**config.mk**
```make
export PLATFORM = sky130hd
export DESIGN_NAME = windowed_watchdog_timer
export DESIGN_NICKNAME = d
export VERILOG_FILES = /design/src/include/watchdog_pkg.sv /design/src/logic/windowed_watchdog_timer.sv
export VERILOG_INCLUDE_DIRS = /design/src /design/src/include
export SDC_FILE = /design/constraint.sdc
export NUM_CORES = 1
export LEC_CHECK = 0
export BUFFER_PORTS_ARGS = -buffer_cell sky130_fd_sc_hd__buf_2
export CAP_MARGIN = 10
export CORE_UTILIZATION = 50
export CTS_CLUSTER_DIAMETER = 150
export DETAILED_ROUTE_END_ITERATION = 8
export PLACE_DENSITY_LB_ADDON = 0.12
export SLEW_MARGIN = 40
export SYNTH_ARGS = -nofsm -noshare
export SYNTH_HDL_FRONTEND = slang
export SYNTH_SLANG_ARGS = --single-unit
```
**constraint.sdc**
```tcl
create_clock -name clock_i -period 3.7 [get_ports clock_i]
set_input_delay 0.37 -clock clock_i [delete_from_list [all_inputs] [get_ports clock_i]]
set_output_delay 0.37 -clock clock_i [all_outputs]
set_load 0.02 [all_outputs]
```
**src/include/watchdog_cfg.svh**
```systemverilog
// Behaviour
// Kick in closed window issues reset
// Open window starts when closed window ends
// Default spans come from fuse inputs
// Counter advances on synchronised 1kHz oscillator
// Change needs unlock and change bit
// Lock fuse freezes main control register
// Watchdog keeps configured settings after resets
// Locked: closed span frozen, mode writable
// Timeout code doubles from 8 cycles
// Window mode: timeout sets open span
// Timeout codes above 1010 never reset
// Main fields change only with change bit
// Main bit 1 enables the watchdog
// Main bit 0 is change gate
// Closed span uses same coding, normal ignores
// Closed codes above 1010 give no window
// Window fields change only with change bit
// Window bit 1 selects window mode
// Window change bit ignores lock fuse
// Busy flag marks pending domain crossing
// Crossing happens only while enabled
// Reserved bits read as zero
// Normal mode: no kick means reset
// Each kick restarts the period
// Window mode: early or late kick resets
// Open-window kick restarts closed window
// Old settings run until crossing ends
`ifndef WATCHDOG_CFG_SVH
`define WATCHDOG_CFG_SVH
`define MAIN_IDX 2'h0
`define WINDOW_IDX 2'h1
`define STATUS_IDX 2'h2
`define SEL_POS 2
`define GATE_POS 0
`define FLAG_POS 1
`define SPAN_BASE 14'h0008
`define SPAN_MAX_SEL 4'ha
`define OSC_FREQ_HZ 1000
`endif

```
**src/include/watchdog_pkg.sv**
```systemverilog
package watchdog_pkg;
    typedef struct packed {
        logic [3:0] timeout_length_sel;
        logic enable;
    } main_cfg_t;

    typedef struct packed {
        logic [3:0] closed_span_sel;
        logic window_en;
    } window_cfg_t;

    typedef enum logic [1:0] {
        ST_IDLE = 2'h0,
        ST_CLOSED = 2'h1,
        ST_OPEN = 2'h3
    } wd_state_t;
endpackage : watchdog_pkg

```
**src/logic/windowed_watchdog_timer.sv**
```systemverilog
`timescale 1ns/10ps
`include "watchdog_cfg.svh"

module windowed_watchdog_timer (
    input wire logic clock_i,
    input wire logic srst_i,
    input wire logic wb_cyc_i,
    input wire logic wb_stb_i,
    input wire logic wb_we_i,
    input wire logic [7:0] wb_adr_i,
    input wire logic [3:0] wb_sel_i,
    input wire logic [31:0] wb_dat_i,
    output logic [31:0] wb_dat_o,
    output logic wb_ack_o,
    input wire logic unlock_window_i,
    input wire logic lock_fuse_i,
    input wire logic [3:0] timeout_fuse_bits_i,
    input wire logic [3:0] closed_fuse_bits_i,
    input wire logic enable_fuse_i,
    input wire logic window_fuse_i,
    input wire logic low_power_osc_i,
    input wire logic watchdog_kick_instr_i,
    output logic watchdog_reset_o
);

    // ------------------------------------------------------------
    // Span decoding
    // ------------------------------------------------------------
    function automatic logic span_valid(input logic [3:0] sel);
        span_valid = (sel <= `SPAN_MAX_SEL);
    endfunction : span_valid

    function automatic logic [13:0] span_len(input logic [3:0] sel);
        span_len = `SPAN_BASE << sel;
    endfunction : span_len

    // ------------------------------------------------------------
    // Storage
    // ------------------------------------------------------------
    watchdog_pkg::main_cfg_t main_q;
    watchdog_pkg::main_cfg_t main_d;
    watchdog_pkg::window_cfg_t win_q;
    watchdog_pkg::window_cfg_t win_d;
    watchdog_pkg::main_cfg_t act_main_q;
    watchdog_pkg::window_cfg_t act_win_q;
    watchdog_pkg::wd_state_t state_q;
    watchdog_pkg::wd_state_t state_d;
    logic main_gate_q;
    logic main_gate_d;
    logic win_gate_q;
    logic win_gate_d;
    logic busy_q;
    logic busy_d;
    logic ack_q;
    logic [31:0] rdat_q;
    logic [31:0] rdat_d;
    logic osc_meta_q;
    logic osc_sync_q;
    logic osc_prev_q;
    logic [13:0] cnt_q;
    logic [13:0] cnt_d;
    logic reset_q;
    logic reset_d;

    // ------------------------------------------------------------
    // Bus decode
    // ------------------------------------------------------------
    wire logic bus_req;
    wire logic bus_wr;
    wire logic [1:0] reg_idx;
    wire logic in_map;
    wire logic wr_main;
    wire logic wr_win;
    wire logic take_main;
    wire logic take_win;
    wire logic take_closed_span_sel;

    assign bus_req = wb_cyc_i & wb_stb_i & ~ack_q;
    assign bus_wr = bus_req & wb_we_i & wb_sel_i[0];
    assign reg_idx = wb_adr_i[3:2];
    assign in_map = (wb_adr_i[7:4] == 4'h0) && (wb_adr_i[1:0] == 2'h0);
    assign wr_main = bus_wr & in_map & (reg_idx == `MAIN_IDX);
    assign wr_win = bus_wr & in_map & (reg_idx == `WINDOW_IDX);
    // Unlock plus change bit in the same write
    assign take_main = wr_main & unlock_window_i & wb_dat_i[`GATE_POS] & ~lock_fuse_i;
    assign take_win = wr_win & unlock_window_i & wb_dat_i[`GATE_POS];
    assign take_closed_span_sel = take_win & ~lock_fuse_i;

    // ------------------------------------------------------------
    // Register write paths
    // ------------------------------------------------------------
    always_comb begin
        main_d = main_q;
        main_gate_d = main_gate_q;
        if (take_main) begin
            main_d.timeout_length_sel = wb_dat_i[`SEL_POS +: 4];
            main_d.enable = wb_dat_i[`FLAG_POS];
            main_gate_d = 1'b1;
        end
    end

    always_comb begin
        win_d = win_q;
        win_gate_d = win_gate_q;
        if (take_win) begin
            win_d.window_en = wb_dat_i[`FLAG_POS];
            win_gate_d = 1'b1;
        end
        if (take_closed_span_sel) begin
            win_d.closed_span_sel = wb_dat_i[`SEL_POS +: 4];
        end
    end

    // ------------------------------------------------------------
    // Read data
    // ------------------------------------------------------------
    wire logic [7:0] main_rd;
    wire logic [7:0] win_rd;
    wire logic [7:0] stat_rd;

    // Reserved upper bits read as zero
    assign main_rd = {2'h0, main_q.timeout_length_sel, main_q.enable, main_gate_q};
    assign win_rd = {2'h0, win_q.closed_span_sel, win_q.window_en, win_gate_q};
    assign stat_rd = {7'h00, busy_q};

    always_comb begin
        rdat_d = 32'h0000_0000;
        if (bus_req && !wb_we_i && in_map) begin
            case (reg_idx)
                `MAIN_IDX: rdat_d = {24'h00_0000, main_rd};
                `WINDOW_IDX: rdat_d = {24'h00_0000, win_rd};
                `STATUS_IDX: rdat_d = {24'h00_0000, stat_rd};
                default: rdat_d = 32'h0000_0000;
            endcase
        end
    end

    // ------------------------------------------------------------
    // Oscillator tick
    // ------------------------------------------------------------
    wire logic tick;

    assign tick = osc_sync_q & ~osc_prev_q;

    always_ff @(posedge clock_i) begin
        osc_meta_q <= low_power_osc_i;
        osc_sync_q <= osc_meta_q;
        osc_prev_q <= osc_sync_q;
    end

    // ------------------------------------------------------------
    // Domain crossing
    // ------------------------------------------------------------
    wire logic xfer;

    // Transfer on a tick, only while enabled (either copy)
    assign xfer = busy_q & tick & (main_q.enable | act_main_q.enable);

    // A new write in the same cycle keeps the flag set
    assign busy_d = take_main | take_win | (busy_q & ~xfer);

    // ------------------------------------------------------------
    // Counter
    // ------------------------------------------------------------
    wire logic closed_ok;
    wire logic open_ok;
    wire logic [13:0] closed_len;
    wire logic [13:0] open_len;
    wire logic [13:0] cnt_inc;
    wire watchdog_pkg::wd_state_t start_state;

    assign closed_ok = act_win_q.window_en & span_valid(act_win_q.closed_span_sel);
    assign open_ok = span_valid(act_main_q.timeout_length_sel);
    assign closed_len = span_len(act_win_q.closed_span_sel);
    assign open_len = span_len(act_main_q.timeout_length_sel);
    assign cnt_inc = cnt_q + 14'h0001;
    assign start_state = closed_ok ? watchdog_pkg::ST_CLOSED : watchdog_pkg::ST_OPEN;

    always_comb begin
        state_d = state_q;
        cnt_d = cnt_q;
        reset_d = 1'b0;
        case (state_q)
            watchdog_pkg::ST_IDLE: begin
                cnt_d = 14'h0000;
                if (act_main_q.enable) begin
                    state_d = start_state;
                end
            end
            watchdog_pkg::ST_CLOSED: begin
                if (!closed_ok) begin
                    state_d = watchdog_pkg::ST_OPEN;
                    cnt_d = 14'h0000;
                end else if (watchdog_kick_instr_i) begin
                    reset_d = 1'b1;
                    state_d = start_state;
                    cnt_d = 14'h0000;
                end else if (tick) begin
                    cnt_d = cnt_inc;
                    if (cnt_inc >= closed_len) begin
                        state_d = watchdog_pkg::ST_OPEN;
                        cnt_d = 14'h0000;
                    end
                end
            end
            watchdog_pkg::ST_OPEN: begin
                if (watchdog_kick_instr_i) begin
                    state_d = start_state;
                    cnt_d = 14'h0000;
                end else if (tick && open_ok) begin
                    cnt_d = cnt_inc;
                    if (cnt_inc >= open_len) begin
                        reset_d = 1'b1;
                        state_d = start_state;
                        cnt_d = 14'h0000;
                    end
                end
            end
            default: begin
                state_d = watchdog_pkg::ST_IDLE;
                cnt_d = 14'h0000;
            end
        endcase
        if (!act_main_q.enable) begin
            state_d = watchdog_pkg::ST_IDLE;
            cnt_d = 14'h0000;
            reset_d = 1'b0;
        end
    end

    // ------------------------------------------------------------
    // Flip-flops
    // ------------------------------------------------------------
    always_ff @(posedge clock_i) begin
        if (srst_i) begin
            main_q <= '{timeout_length_sel: timeout_fuse_bits_i, enable: enable_fuse_i};
            win_q <= '{closed_span_sel: closed_fuse_bits_i, window_en: window_fuse_i};
            main_gate_q <= 1'b0;
            win_gate_q <= 1'b0;
            busy_q <= 1'b0;
        end else begin
            main_q <= main_d;
            win_q <= win_d;
            main_gate_q <= main_gate_d;
            win_gate_q <= win_gate_d;
            busy_q <= busy_d;
        end
    end

    always_ff @(posedge clock_i) begin
        if (srst_i) begin
            act_main_q <= '{timeout_length_sel: timeout_fuse_bits_i, enable: enable_fuse_i};
            act_win_q <= '{closed_span_sel: closed_fuse_bits_i, window_en: window_fuse_i};
        end else if (xfer) begin
            act_main_q <= main_q;
            act_win_q <= win_q;
        end
    end

    always_ff @(posedge clock_i) begin
        if (srst_i) begin
            state_q <= watchdog_pkg::ST_IDLE;
            cnt_q <= 14'h0000;
            reset_q <= 1'b0;
        end else begin
            state_q <= state_d;
            cnt_q <= cnt_d;
            reset_q <= reset_d;
        end
    end

    always_ff @(posedge clock_i) begin
        if (srst_i) begin
            ack_q <= 1'b0;
            rdat_q <= 32'h0000_0000;
        end else begin
            ack_q <= bus_req;
            rdat_q <= rdat_d;
        end
    end

    assign wb_ack_o = ack_q;
    assign wb_dat_o = rdat_q;
    assign watchdog_reset_o = reset_q;

    // ------------------------------------------------------------
    // Checks
    // ------------------------------------------------------------
    property p_busy_set;
        @(posedge clock_i) disable iff (srst_i)
        (take_main || take_win) |=> busy_q;
    endproperty
    a_busy_set: assert property (p_busy_set) else $error("busy flag not set after write");

    property p_lock_main;
        @(posedge clock_i) disable iff (srst_i)
        (lock_fuse_i && wr_main) |=> $stable(main_q);
    endproperty
    a_lock_main: assert property (p_lock_main) else $error("main control changed while locked");

    property p_main_gate;
        @(posedge clock_i) disable iff (srst_i)
        (wr_main && !wb_dat_i[`GATE_POS]) |=> $stable(main_q);
    endproperty
    a_main_gate: assert property (p_main_gate) else $error("main control changed without change bit");

    property p_win_gate;
        @(posedge clock_i) disable iff (srst_i)
        (wr_win && !wb_dat_i[`GATE_POS]) |=> $stable(win_q);
    endproperty
    a_win_gate: assert property (p_win_gate) else $error("window control changed without change bit");

    property p_lock_closed_span_sel;
        @(posedge clock_i) disable iff (srst_i)
        (lock_fuse_i && take_win) |=> $stable(win_q.closed_span_sel) && (win_q.window_en == $past(wb_dat_i[1]));
    endproperty
    a_lock_closed_span_sel: assert property (p_lock_closed_span_sel) else $error("locked window write misbehaved");

    property p_closed_kick;
        @(posedge clock_i) disable iff (srst_i)
        (state_q == watchdog_pkg::ST_CLOSED && closed_ok && watchdog_kick_instr_i && act_main_q.enable)
            |=> watchdog_reset_o;
    endproperty
    a_closed_kick: assert property (p_closed_kick) else $error("early kick gave no reset");

    property p_no_closed;
        @(posedge clock_i) disable iff (srst_i)
        (state_q == watchdog_pkg::ST_CLOSED && !closed_ok && act_main_q.enable)
            |=> (state_q == watchdog_pkg::ST_OPEN) && !watchdog_reset_o;
    endproperty
    a_no_closed: assert property (p_no_closed) else $error("closed window kept without valid span");

    property p_open_expire;
        @(posedge clock_i) disable iff (srst_i)
        (state_q == watchdog_pkg::ST_OPEN && tick && open_ok && !watchdog_kick_instr_i && act_main_q.enable
            && cnt_inc >= open_len) |=> watchdog_reset_o;
    endproperty
    a_open_expire: assert property (p_open_expire) else $error("timeout gave no reset");

    property p_open_kick;
        @(posedge clock_i) disable iff (srst_i)
        (state_q == watchdog_pkg::ST_OPEN && watchdog_kick_instr_i && act_main_q.enable)
            |=> (cnt_q == 14'h0000) && !watchdog_reset_o;
    endproperty
    a_open_kick: assert property (p_open_kick) else $error("kick did not restart the period");

    property p_busy_hold;
        @(posedge clock_i) disable iff (srst_i)
        (busy_q && !main_q.enable && !act_main_q.enable) |=> busy_q;
    endproperty
    a_busy_hold: assert property (p_busy_hold) else $error("crossing done while disabled");

    property p_reserved_open;
        @(posedge clock_i) disable iff (srst_i)
        (!act_win_q.window_en && !open_ok) |=> !watchdog_reset_o;
    endproperty
    a_reserved_open: assert property (p_reserved_open) else $error("reserved timeout gave reset");

    property p_disabled_idle;
        @(posedge clock_i) disable iff (srst_i)
        !act_main_q.enable |=> (state_q == watchdog_pkg::ST_IDLE) && !watchdog_reset_o;
    endproperty
    a_disabled_idle: assert property (p_disabled_idle) else $error("disabled watchdog still counting");

    property p_hold_old;
        @(posedge clock_i) disable iff (srst_i)
        !xfer |=> $stable(act_main_q) && $stable(act_win_q);
    endproperty
    a_hold_old: assert property (p_hold_old) else $error("settings changed before crossing");

    property p_closed_to_open;
        @(posedge clock_i) disable iff (srst_i)
        (state_q == watchdog_pkg::ST_CLOSED && tick && !watchdog_kick_instr_i && act_main_q.enable
            && cnt_inc >= closed_len) |=> (state_q == watchdog_pkg::ST_OPEN) && (cnt_q == 14'h0000);
    endproperty
    a_closed_to_open: assert property (p_closed_to_open) else $error("open window did not follow");

    property p_ack_pulse;
        @(posedge clock_i) disable iff (srst_i)
        wb_ack_o |=> !wb_ack_o;
    endproperty
    a_ack_pulse: assert property (p_ack_pulse) else $error("ack longer than one cycle");

endmodule : windowed_watchdog_timer

```
==> metrics, run 1 <==
area of the multi-input gates 1770 µm²; Fin Clk Skew 0.007605 ns; Post-synth ARST share 0%; cts-stage hold buffer count 0; utilization after layout 57.56%; dominant cells by area after synthesis dfxtp_1 19%, edfxtp_1 19%, ha_1 8.6%, nand2_1 6.5%, buf_4 6.3%; reg2reg setup slack 0.36 ns; DRC viols 0; Vias/cell 5.160; Filler Cells Inserted 584; Tmin final 3.343 ns; DR pass1 iterations 4; share of cells above drive strength 1 16.71%; Final HPWL DP 4832 µm; max_cap viols 0; wire per inst 12.71 µm; Data arrival, critical path 3.56 ns; Setup crit start kind flop; area grow syn2layout 8.578%; Final period util 90.36%; FF-to-FF Start cnt_q[5]$_SDFFE_PP0P_; ant diodes 0; setup_tns 0 ns; total gr overflow 0; post-synth top area cell dfxtp_1; worst skew pair latency 0.30 ns; via count 2487; EDFF count, synth 20; post-synthesis register bit count 50; YS warnings 0; antenna violations before repair 0; Post-CTS Setup Repair Bufs 0; Hold Vio Cnt, Final 0; final setup fails 0; boundary pin count 97; worst-case clock buffer depth 2; Critical Path Sink cnt_q[6]$_SDFFE_PP0P_; ys flop type dfxtp_1; Power Density 316.4 nW/µm²; sequential fraction of the synthesis area 37.60%; die area 6713 µm²; average size of a mapped cell 8.752 µm²; die height 81.93 µm; fin. max-slew vios 0; gr usage total 20.43%; initial core utilization 53.01%; maximum fanout along the worst path 6; CTS tree done; Synth Cell Area 3194 µm²; H-Tree Depth 2; r2r worst-path depth 14; nets 491; maximum clock rate 299.1 MHz; most frequent cells in the layout 55 x nand2_1, 41 x buf_2, 30 x dfxtp_1, 26 x conb_1; Clk pin slew, worst setup/hold paths 0.10 ns; root buf cell clkbuf_8; Gate Count Post-Synth 365; Critical Path Source cnt_q[5]$_SDFFE_PP0P_; Total Wirelength 6125 µm; post_cts resized 0; Leak 0.001523 µW; IO buf count 41; Final GP Congestion 0.7944; Worst VDD drop 209.2 µV; Rows 28; Reg-to-Reg End cnt_q[6]$_SDFFE_PP0P_; status completed; largest net degree at the start of global routing 36; Routed Antenna Nets 0; storage element area 1201 µm²; commonest non-fill, non-tap cell in the layout nand2_1; Hold WC Path Type in -> reg; count of cell types in the netlist 50; post-synth top area share 18.80%; Crit path required time 3.92 ns; vias in the first global route 2300; Die Wd 81.93 µm; class of the most critical setup path reg -> reg; Crit. End Element flop; unrepaired setup endpoints after global routing no; core area 6026 µm²; first-pass GRT wire length 10460 µm; Initial DRC Count 121; Sink Count 50; Num CTS Buffers 5
kinds of logic after synthesis:
logic type	Yosys count	synth area share, %
buffers and inverters	57	10.07
multiplexers	8	2.507
other	1	0.1174
flip-flops	50	37.60
adder cells (fa/ha/maj)	22	8.617
XOR/XNOR	16	4.622
AO/OA/AOI/OAI	63	12.65
AND/OR/NAND/NOR	148	23.81
synth_stat cells, types with 2 or more instances:
library cell and count:
or2b_1 2, o211ai_1 4, nand4_1 2, nand2_1 55, a21o_2 2, xnor2_1 9
nand3_1 17, mux2i_1 8, nor4_1 4, and3_1 4, ha_1 22, a211oi_1 2
inv_1 21, a21oi_1 12, o21ai_0 22, a31o_2 2, or4_1 2, a31oi_1 3
or2_2 2, xor2_1 6, nand3_2 2, buf_4 27, edfxtp_1 20, o21a_1 5
clkbuf_1 8, dfxtp_1 30, nor2_1 19, nand2b_1 10, nand3b_1 3, nor3_1 10
nor2b_1 9, a21o_1 3
critical path, stage by stage, from the launching register on:
cell      delay, ns
dfxtp_1        0.43
and3_1         0.25
nand3_1        0.18
nor3_2         0.20
and3_1         0.25
xnor2_1        0.20
ha_1           0.30
a211oi_1       0.26
nand4b_1       0.13
o32ai_1        0.25
a31oi_1        0.12
a211oi_1       0.20
buf_4          0.17
nor2_1         0.11
o21ai_0        0.21
cell type report:
| class | count | area share [%] |
|---|---|---|
| inverter | 21 | 2.273 |
| multi-input combinational | 283 | 51.05 |
| sequential | 50 | 34.63 |
| clock buffer | 5 | 1.984 |
| tap | 75 | 2.706 |
| clock inverter | 3 | 0.5772 |
| timing repair buffer | 45 | 6.782 |
per-stage QoR:
| step | total power, µW | std cells | area [µm²] | hold WS [ns] | setup WS, ns |
|---|---|---|---|---|---|
| after floorplan | 763.4 | 390 | 3288 | 0.3096 | 0.6305 |
| after global placement | 781.8 | 474 | 3374 | 0.3107 | 0.3445 |
| after detailed placement | 786.6 | 474 | 3374 | 0.3151 | 0.2891 |
| after CTS | 1112 | 482 | 3463 | 0.1537 | 0.2633 |
| after global routing | 1161 | 482 | 3468 | 0.1489 | 0.03544 |
| final | 1097 | 482 | 3468 | 0.1675 | 0.3567 |
worst min-delay path by stage:
stage | start | endpoint | cells after the start
after floorplan | osc_meta_q$_DFF_P_ | osc_sync_q$_DFF_P_ | 0
after global placement | osc_meta_q$_DFF_P_ | osc_sync_q$_DFF_P_ | 0
after detailed placement | osc_meta_q$_DFF_P_ | osc_sync_q$_DFF_P_ | 0
after CTS | low_power_osc_i | osc_meta_q$_DFF_P_ | 1
after global routing | low_power_osc_i | osc_meta_q$_DFF_P_ | 1
final | low_power_osc_i | osc_meta_q$_DFF_P_ | 1
sequential cells by signal, summed over array words and instances (netlist names):
register          cells
cnt_q                14
osc_meta_q            1
win_gate_q            1
main_q                5
wb_ack_o              1
watchdog_reset_o      1
osc_sync_q            1
win_q                 5
main_gate_q           1
busy_q                1
osc_prev_q            1
act_win_q             5
wb_dat_o              6
state_q               2
act_main_q            5
report_power, final:
part           internal, µW  total (µW)  switching [µW]
Sequential              600         619            18.3
Clock                   134         323             189
Combinational          56.0         156            99.7
layer usage:
metal	global-route usage (%)	up-vias	wire length, µm
li1	-	1299	-
met1	25.45	1137	2824
met2	36.28	47	3086
met3	3.222	4	177
met4	5.439	0	36
met5	0	-	0
(Power assumes the default switching activity.)
==> inputs of run 2 (changes only) <==
--- a/config.mk
+++ b/config.mk
@@ -8,7 +8,9 @@
 export LEC_CHECK = 0
 export BUFFER_PORTS_ARGS = -buffer_cell sky130_fd_sc_hd__buf_2
 export CAP_MARGIN = 10
-export CORE_UTILIZATION = 50
+export CELL_PAD_IN_SITES_DETAIL_PLACEMENT = 1
+export CELL_PAD_IN_SITES_GLOBAL_PLACEMENT = 1
+export CORE_UTILIZATION = 38
 export CTS_CLUSTER_DIAMETER = 150
 export DETAILED_ROUTE_END_ITERATION = 8
 export PLACE_DENSITY_LB_ADDON = 0.12
==> metrics, run 2 (synthesis results as in run 1) <==
Critical Path Source cnt_q[5]$_SDFFE_PP0P_; via count 2542 (+2.2%); r2r worst-path depth 14 (unchanged); worst skew pair latency 0.30 ns (about the same); first-pass GRT wire length 12140 µm (+16%); Largest register FFs 14 (unchanged); Die Wd 93.69 µm (+14%); Initial DRC Count 62 (-49%); utilization after layout 43.22% (-14 points); Tmin final 3.405 ns (+0.06186 ns); Crit. End Element flop; HP Start low_power_osc_i; Filler Cells Inserted 988 (+69%); DR pass1 iterations 4 (unchanged); gr usage total 17.66% (-2.8 points); commonest non-fill, non-tap cell in the layout nand2_1; reg2reg setup slack 0.29 ns (-0.06 ns); core area 8175 µm² (+36%); Clk pin slew, worst setup/hold paths 0.09 ns (about the same); Num CTS Buffers 5 (unchanged); Power Density 328.2 nW/µm² (+3.8%); fin. max-slew vios 0 (unchanged); total gr overflow 0 (unchanged); Leak 0.001556 µW (+2.2%); Setup crit start kind flop; boundary pin count 97 (unchanged); Sink Count 50 (unchanged); die area 8777 µm² (+31%); Rows 33 (+18%); H-Tree Depth 2 (unchanged); IO buf count 41 (unchanged); storage element area 1202 µm² (+0.10%); FF-to-FF Start cnt_q[5]$_SDFFE_PP0P_; Largest Register cnt_q; Hold WC Path Type in -> reg; Hold Vio Cnt, Final 0 (unchanged); ant diodes 0 (unchanged); Total Wirelength 7138 µm (+17%); Data arrival, critical path 3.63 ns (+0.07 ns); area of the multi-input gates 1777 µm² (+0.35%); Worst VDD drop 141.3 µV (-32%); maximum fanout along the worst path 6 (unchanged); setup_tns 0 ns (unchanged); Final HPWL DP 5822 µm (+20%); Post-CTS Setup Repair Bufs 0 (unchanged); Routed Antenna Nets 0 (unchanged); worst-margin pin slew 0.5859 ns; delay of the slowest critical-path stage 0.43 ns (about the same); Critical Path Sink cnt_q[10]$_SDFFE_PP0P_; area grow syn2layout 10.61%; share of cells above drive strength 1 17.20% (+0.49 points); Reg-to-Reg End cnt_q[10]$_SDFFE_PP0P_; antenna violations before repair 0 (unchanged); root buf cell clkbuf_8; final setup fails 0 (unchanged); Vias/cell 4.965 (-3.8%); DRC viols 0 (unchanged); class of the most critical setup path reg -> reg; wire per inst 13.94 µm (+9.7%); Crit path required time 3.92 ns (about the same); max_cap viols 0 (unchanged); initial core utilization 39.07% (-14 points); nets 491 (unchanged); Rel. slew slack 60.58%; worst-case clock buffer depth 2 (unchanged); most frequent cells in the layout 55 x nand2_1, 41 x buf_2, 29 x dfxtp_1, 26 x conb_1; status completed; CP cell instances and3_1 > nand3_1 > nor3_4 > and3_1 > xnor2_1 > ha_1 > a211oi_1 > nand4b_1 > o32ai_1 > a31oi_1 > a211oi_1 > buf_4 > nor2_1 > o21ai_0; vias in the first global route 2601 (+13%); Fin Clk Skew 0.006482 ns (-0.001123 ns); Max stage delay cell, worst path dfxtp_1; Final GP Congestion 0.7403 (-6.8%); CTS tree done; largest net degree at the start of global routing 36 (unchanged); maximum clock rate 293.7 MHz (-1.8%); Final period util 92.03% (+1.7 points); die height 93.69 µm (+14%)
[run 2: what timing repair did]
item,CTS,global route
gates resized for setup,0,3
hold endpoints to repair,0,0
hold buffers,0,0
setup endpoints to repair,0,16
[run 2: worst max-delay path, delay by kind of cell, from the launching register on]
kind                       cells  cell delay [ns]
adders and majority gates      1             0.30
xor gates and xnor gates       1             0.20
buffers and inverters          1             0.18
AOI/OAI and AO/OA              5             1.07
DFF                            1             0.43
and+or+nand+nor                6             1.14
[run 2: worst min path at each step]
stage | endpoint | slack (ns) | cells after the start
4_1_cts | osc_meta_q$_DFF_P_ | 0.16 | 1
6_report | osc_meta_q$_DFF_P_ | 0.18 | 1
3_3_place_gp | osc_sync_q$_DFF_P_ | 0.31 | 0
3_5_place_dp | osc_sync_q$_DFF_P_ | 0.31 | 0
2_1_floorplan | osc_sync_q$_DFF_P_ | 0.31 | 0
5_1_grt | osc_meta_q$_DFF_P_ | 0.16 | 1
[run 2: final cells by class]
class	count	area share [%]
Timing Repair Buffer	45	6.657
Tap cell	105	3.718
Clock inverter	3	1.133
Sequential cell	50	34.03
Inverter	21	2.231
Multi-Input combinational cell	283	50.28
Clock buffer	5	1.948
[run 2: layer usage]
layer / global-route usage, % / up-vias / part of all wire (%)
met2: 33.45 / 42 / 52
met4: 4.231 / 0 / 0.81
met5: 0 / - / 0
met1: 20.63 / 1201 / 45
li1: - / 1295 / -
met3: 2.589 / 4 / 2.5
[run 2: stage by stage]
step	instances	cell area (µm²)	hold WS, ns	power (µW)	setup slack, ns
detailed placement	504	3412	0.3144	792.9	0.1747
global placement	504	3412	0.3099	787.6	0.2754
global route	512	3533	0.1583	1226	-0.0004552
floorplan	390	3288	0.3096	763.4	0.6305
CTS	512	3521	0.1594	1179	0.1321
finish	512	3533	0.1762	1160	0.2949
[run 2: report_power, final]
group / switching, µW / total, µW / leakage (µW) / internal [µW]
clock: 182 / 381 / 0.0000579 / 199
sequential: 18.3 / 619 / 0.000440 / 600
combinational: 104 / 160 / 0.00106 / 56.1
==> inputs of run 3 (changes only) <==
--- a/config.mk
+++ b/config.mk
@@ -10,6 +10,7 @@
 export CAP_MARGIN = 10
 export CELL_PAD_IN_SITES_DETAIL_PLACEMENT = 1
 export CELL_PAD_IN_SITES_GLOBAL_PLACEMENT = 1
+export CORE_ASPECT_RATIO = 1.25
 export CORE_UTILIZATION = 38
 export CTS_CLUSTER_DIAMETER = 150
 export DETAILED_ROUTE_END_ITERATION = 8
==> metrics, run 3 (synthesis results as in run 1) <==
status completed; max_cap viols 0 (unchanged); fin. max-slew vios 0 (unchanged); worst skew pair latency 0.32 ns (+0.02 ns); Filler Cells Inserted 1010 (+2.2%); DR pass1 iterations 4 (unchanged); nets 491 (unchanged); Vias/cell 5.109 (+2.9%); pre-CTS setup slack 0.1922 ns (+0.01747 ns); r2r worst-path depth 14 (unchanged); vias in the first global route 2595 (-0.23%); Sink Count 50 (unchanged); Final GP Congestion 0.7350 (-0.72%); Post-CTS Setup Repair Bufs 0 (unchanged); antenna violations before repair 0 (unchanged); boundary pin count 97 (unchanged); Final HPWL DP 5796 µm (-0.45%); Hold Vio Cnt, Final 0 (unchanged); placed insts 496 (-1.6%); Leak 0.001531 µW (-1.6%); maximum fanout along the worst path 6 (unchanged); Die Wd 84.01 µm (-10%); Worst VDD drop 247.6 µV (+75%); most frequent cells in the layout 55 x nand2_1, 41 x buf_2, 30 x dfxtp_1, 26 x conb_1; first-pass GRT wire length 11920 µm (-1.8%); overall power 1173 µW (+1.1%); Setup crit start kind flop; core area 8194 µm² (+0.23%); CTS tree done; H-Tree Depth 2 (unchanged); Crit. End Element flop; hold path depth 1 (unchanged); Rows 37 (+12%); die area 8779 µm² (about the same); Fin Clk Skew 0.01319 ns (+0.006712 ns); maximum clock rate 293.1 MHz (-0.20%); total gr overflow 0 (unchanged); ant diodes 0 (unchanged); Tmin final 3.412 ns (+0.007000 ns); post_cts resized 0 (unchanged); worst-margin pin slew 0.5611 ns (-0.02475 ns); FF-to-FF Start cnt_q[4]$_SDFFE_PP0P_; root buf cell clkbuf_8; reg2reg setup slack 0.29 ns (about the same); largest net degree at the start of global routing 36 (unchanged); via count 2575 (+1.3%); share of cells above drive strength 1 16.95% (-0.25 points); commonest non-fill, non-tap cell in the layout nand2_1; IO buf count 41 (unchanged); die height 104.5 µm (+12%); class of the most critical setup path reg -> reg; non-filler cells, final 504 (-1.6%); final worst slack 0.2879 ns (-0.007000 ns); DRC viols 0 (unchanged); HP Start low_power_osc_i; Hold WC Path Type in -> reg; Reg-to-Reg End cnt_q[9]$_SDFFE_PP0P_; area grow syn2layout 10.07%; Largest register FFs 14 (unchanged); Num CTS Buffers 5 (unchanged); hold slack 0.1549 ns (-0.02125 ns); Initial DRC Count 84 (+35%); final setup fails 0 (unchanged); Largest Register cnt_q; Crit path required time 3.95 ns (+0.03 ns); cts-stage hold buffer count 0 (unchanged); Rel. slew slack 62.45% (+1.9 points); worst-case clock buffer depth 2 (unchanged); Total Wirelength 7223 µm (+1.2%); initial core utilization 38.98% (-0.089 points); Hold EP osc_meta_q$_DFF_P_; Routed Antenna Nets 0 (unchanged); Data arrival, critical path 3.66 ns (+0.03 ns); setup_tns 0 ns (unchanged); wire per inst 14.33 µm (+2.8%); gr usage total 17.25% (-0.41 points); Power Density 333.6 nW/µm² (+1.6%); Final period util 92.22% (+0.19 points); Clk pin slew, worst setup/hold paths 0.10 ns (about the same)
-- run 3: area by class of cell --
| class | instances | area, µm² | share of cell area [%] |
|---|---|---|---|
| tap | 97 | 121.4 | 3.452 |
| timing repair buffer | 45 | 235.2 | 6.690 |
| clock inverter | 3 | 40.04 | 1.139 |
| multi-input combinational | 283 | 1770 | 50.36 |
| inverter | 21 | 78.83 | 2.242 |
| sequential | 50 | 1201 | 34.16 |
| clock buffer | 5 | 68.82 | 1.957 |
-- run 3: where the power goes --
| group | leakage [µW] | internal [µW] | total [µW] | switching, µW |
|---|---|---|---|---|
| sequential | 0.000440 | 600 | 619 | 18.3 |
| combinational | 0.00104 | 56.2 | 159 | 102 |
| clock | 0.0000502 | 198 | 395 | 197 |
-- run 3: per-layer routing --
metal,up-vias,global-route usage [%],wire length (µm)
li1,1297,-,-
met1,1224,18.96,2981
met2,44,32.32,3864
met3,10,3.254,218
met4,0,6.527,159
met5,-,0,0
-- run 3: through the flow --
| stage | instance area (µm²) | util [%] |
|---|---|---|
| global placement | 3402 | 41.52 |
| floorplan | 3288 | - |
| global route | 3516 | 42.91 |
| detailed placement | 3402 | 41.52 |
| CTS | 3511 | 42.85 |
| finish | 3516 | 42.91 |
-- run 3: worst max-delay path by stage --
stage                                        end  slack, ns  cells past startpoint                   from
final                      cnt_q[9]$_SDFFE_PP0P_       0.29                     14  cnt_q[4]$_SDFFE_PP0P_
after CTS                  cnt_q[9]$_SDFFE_PP0P_       0.17                     14  cnt_q[4]$_SDFFE_PP0P_
after global placement    cnt_q[13]$_SDFFE_PP0P_       0.24                     14  cnt_q[4]$_SDFFE_PP0P_
after detailed placement   cnt_q[9]$_SDFFE_PP0P_       0.19                     14  cnt_q[5]$_SDFFE_PP0P_
after global routing       cnt_q[5]$_SDFFE_PP0P_     -0.008                     14  cnt_q[4]$_SDFFE_PP0P_
after floorplan            cnt_q[0]$_SDFFE_PP0P_       0.63                     13  cnt_q[2]$_SDFFE_PP0P_
-- run 3: worst max-delay path, stage by stage, from the launching register on --
cell and delay (ns):
dfxtp_1 0.44, and3_1 0.26, nand3_1 0.18, nor3_2 0.21
and3_1 0.26, xnor2_1 0.20, ha_1 0.30, a211oi_1 0.28
nand4b_1 0.14, o32ai_1 0.23, a31oi_1 0.13, a211oi_1 0.21
buf_4 0.17, nor2_1 0.11, o21ai_0 0.21
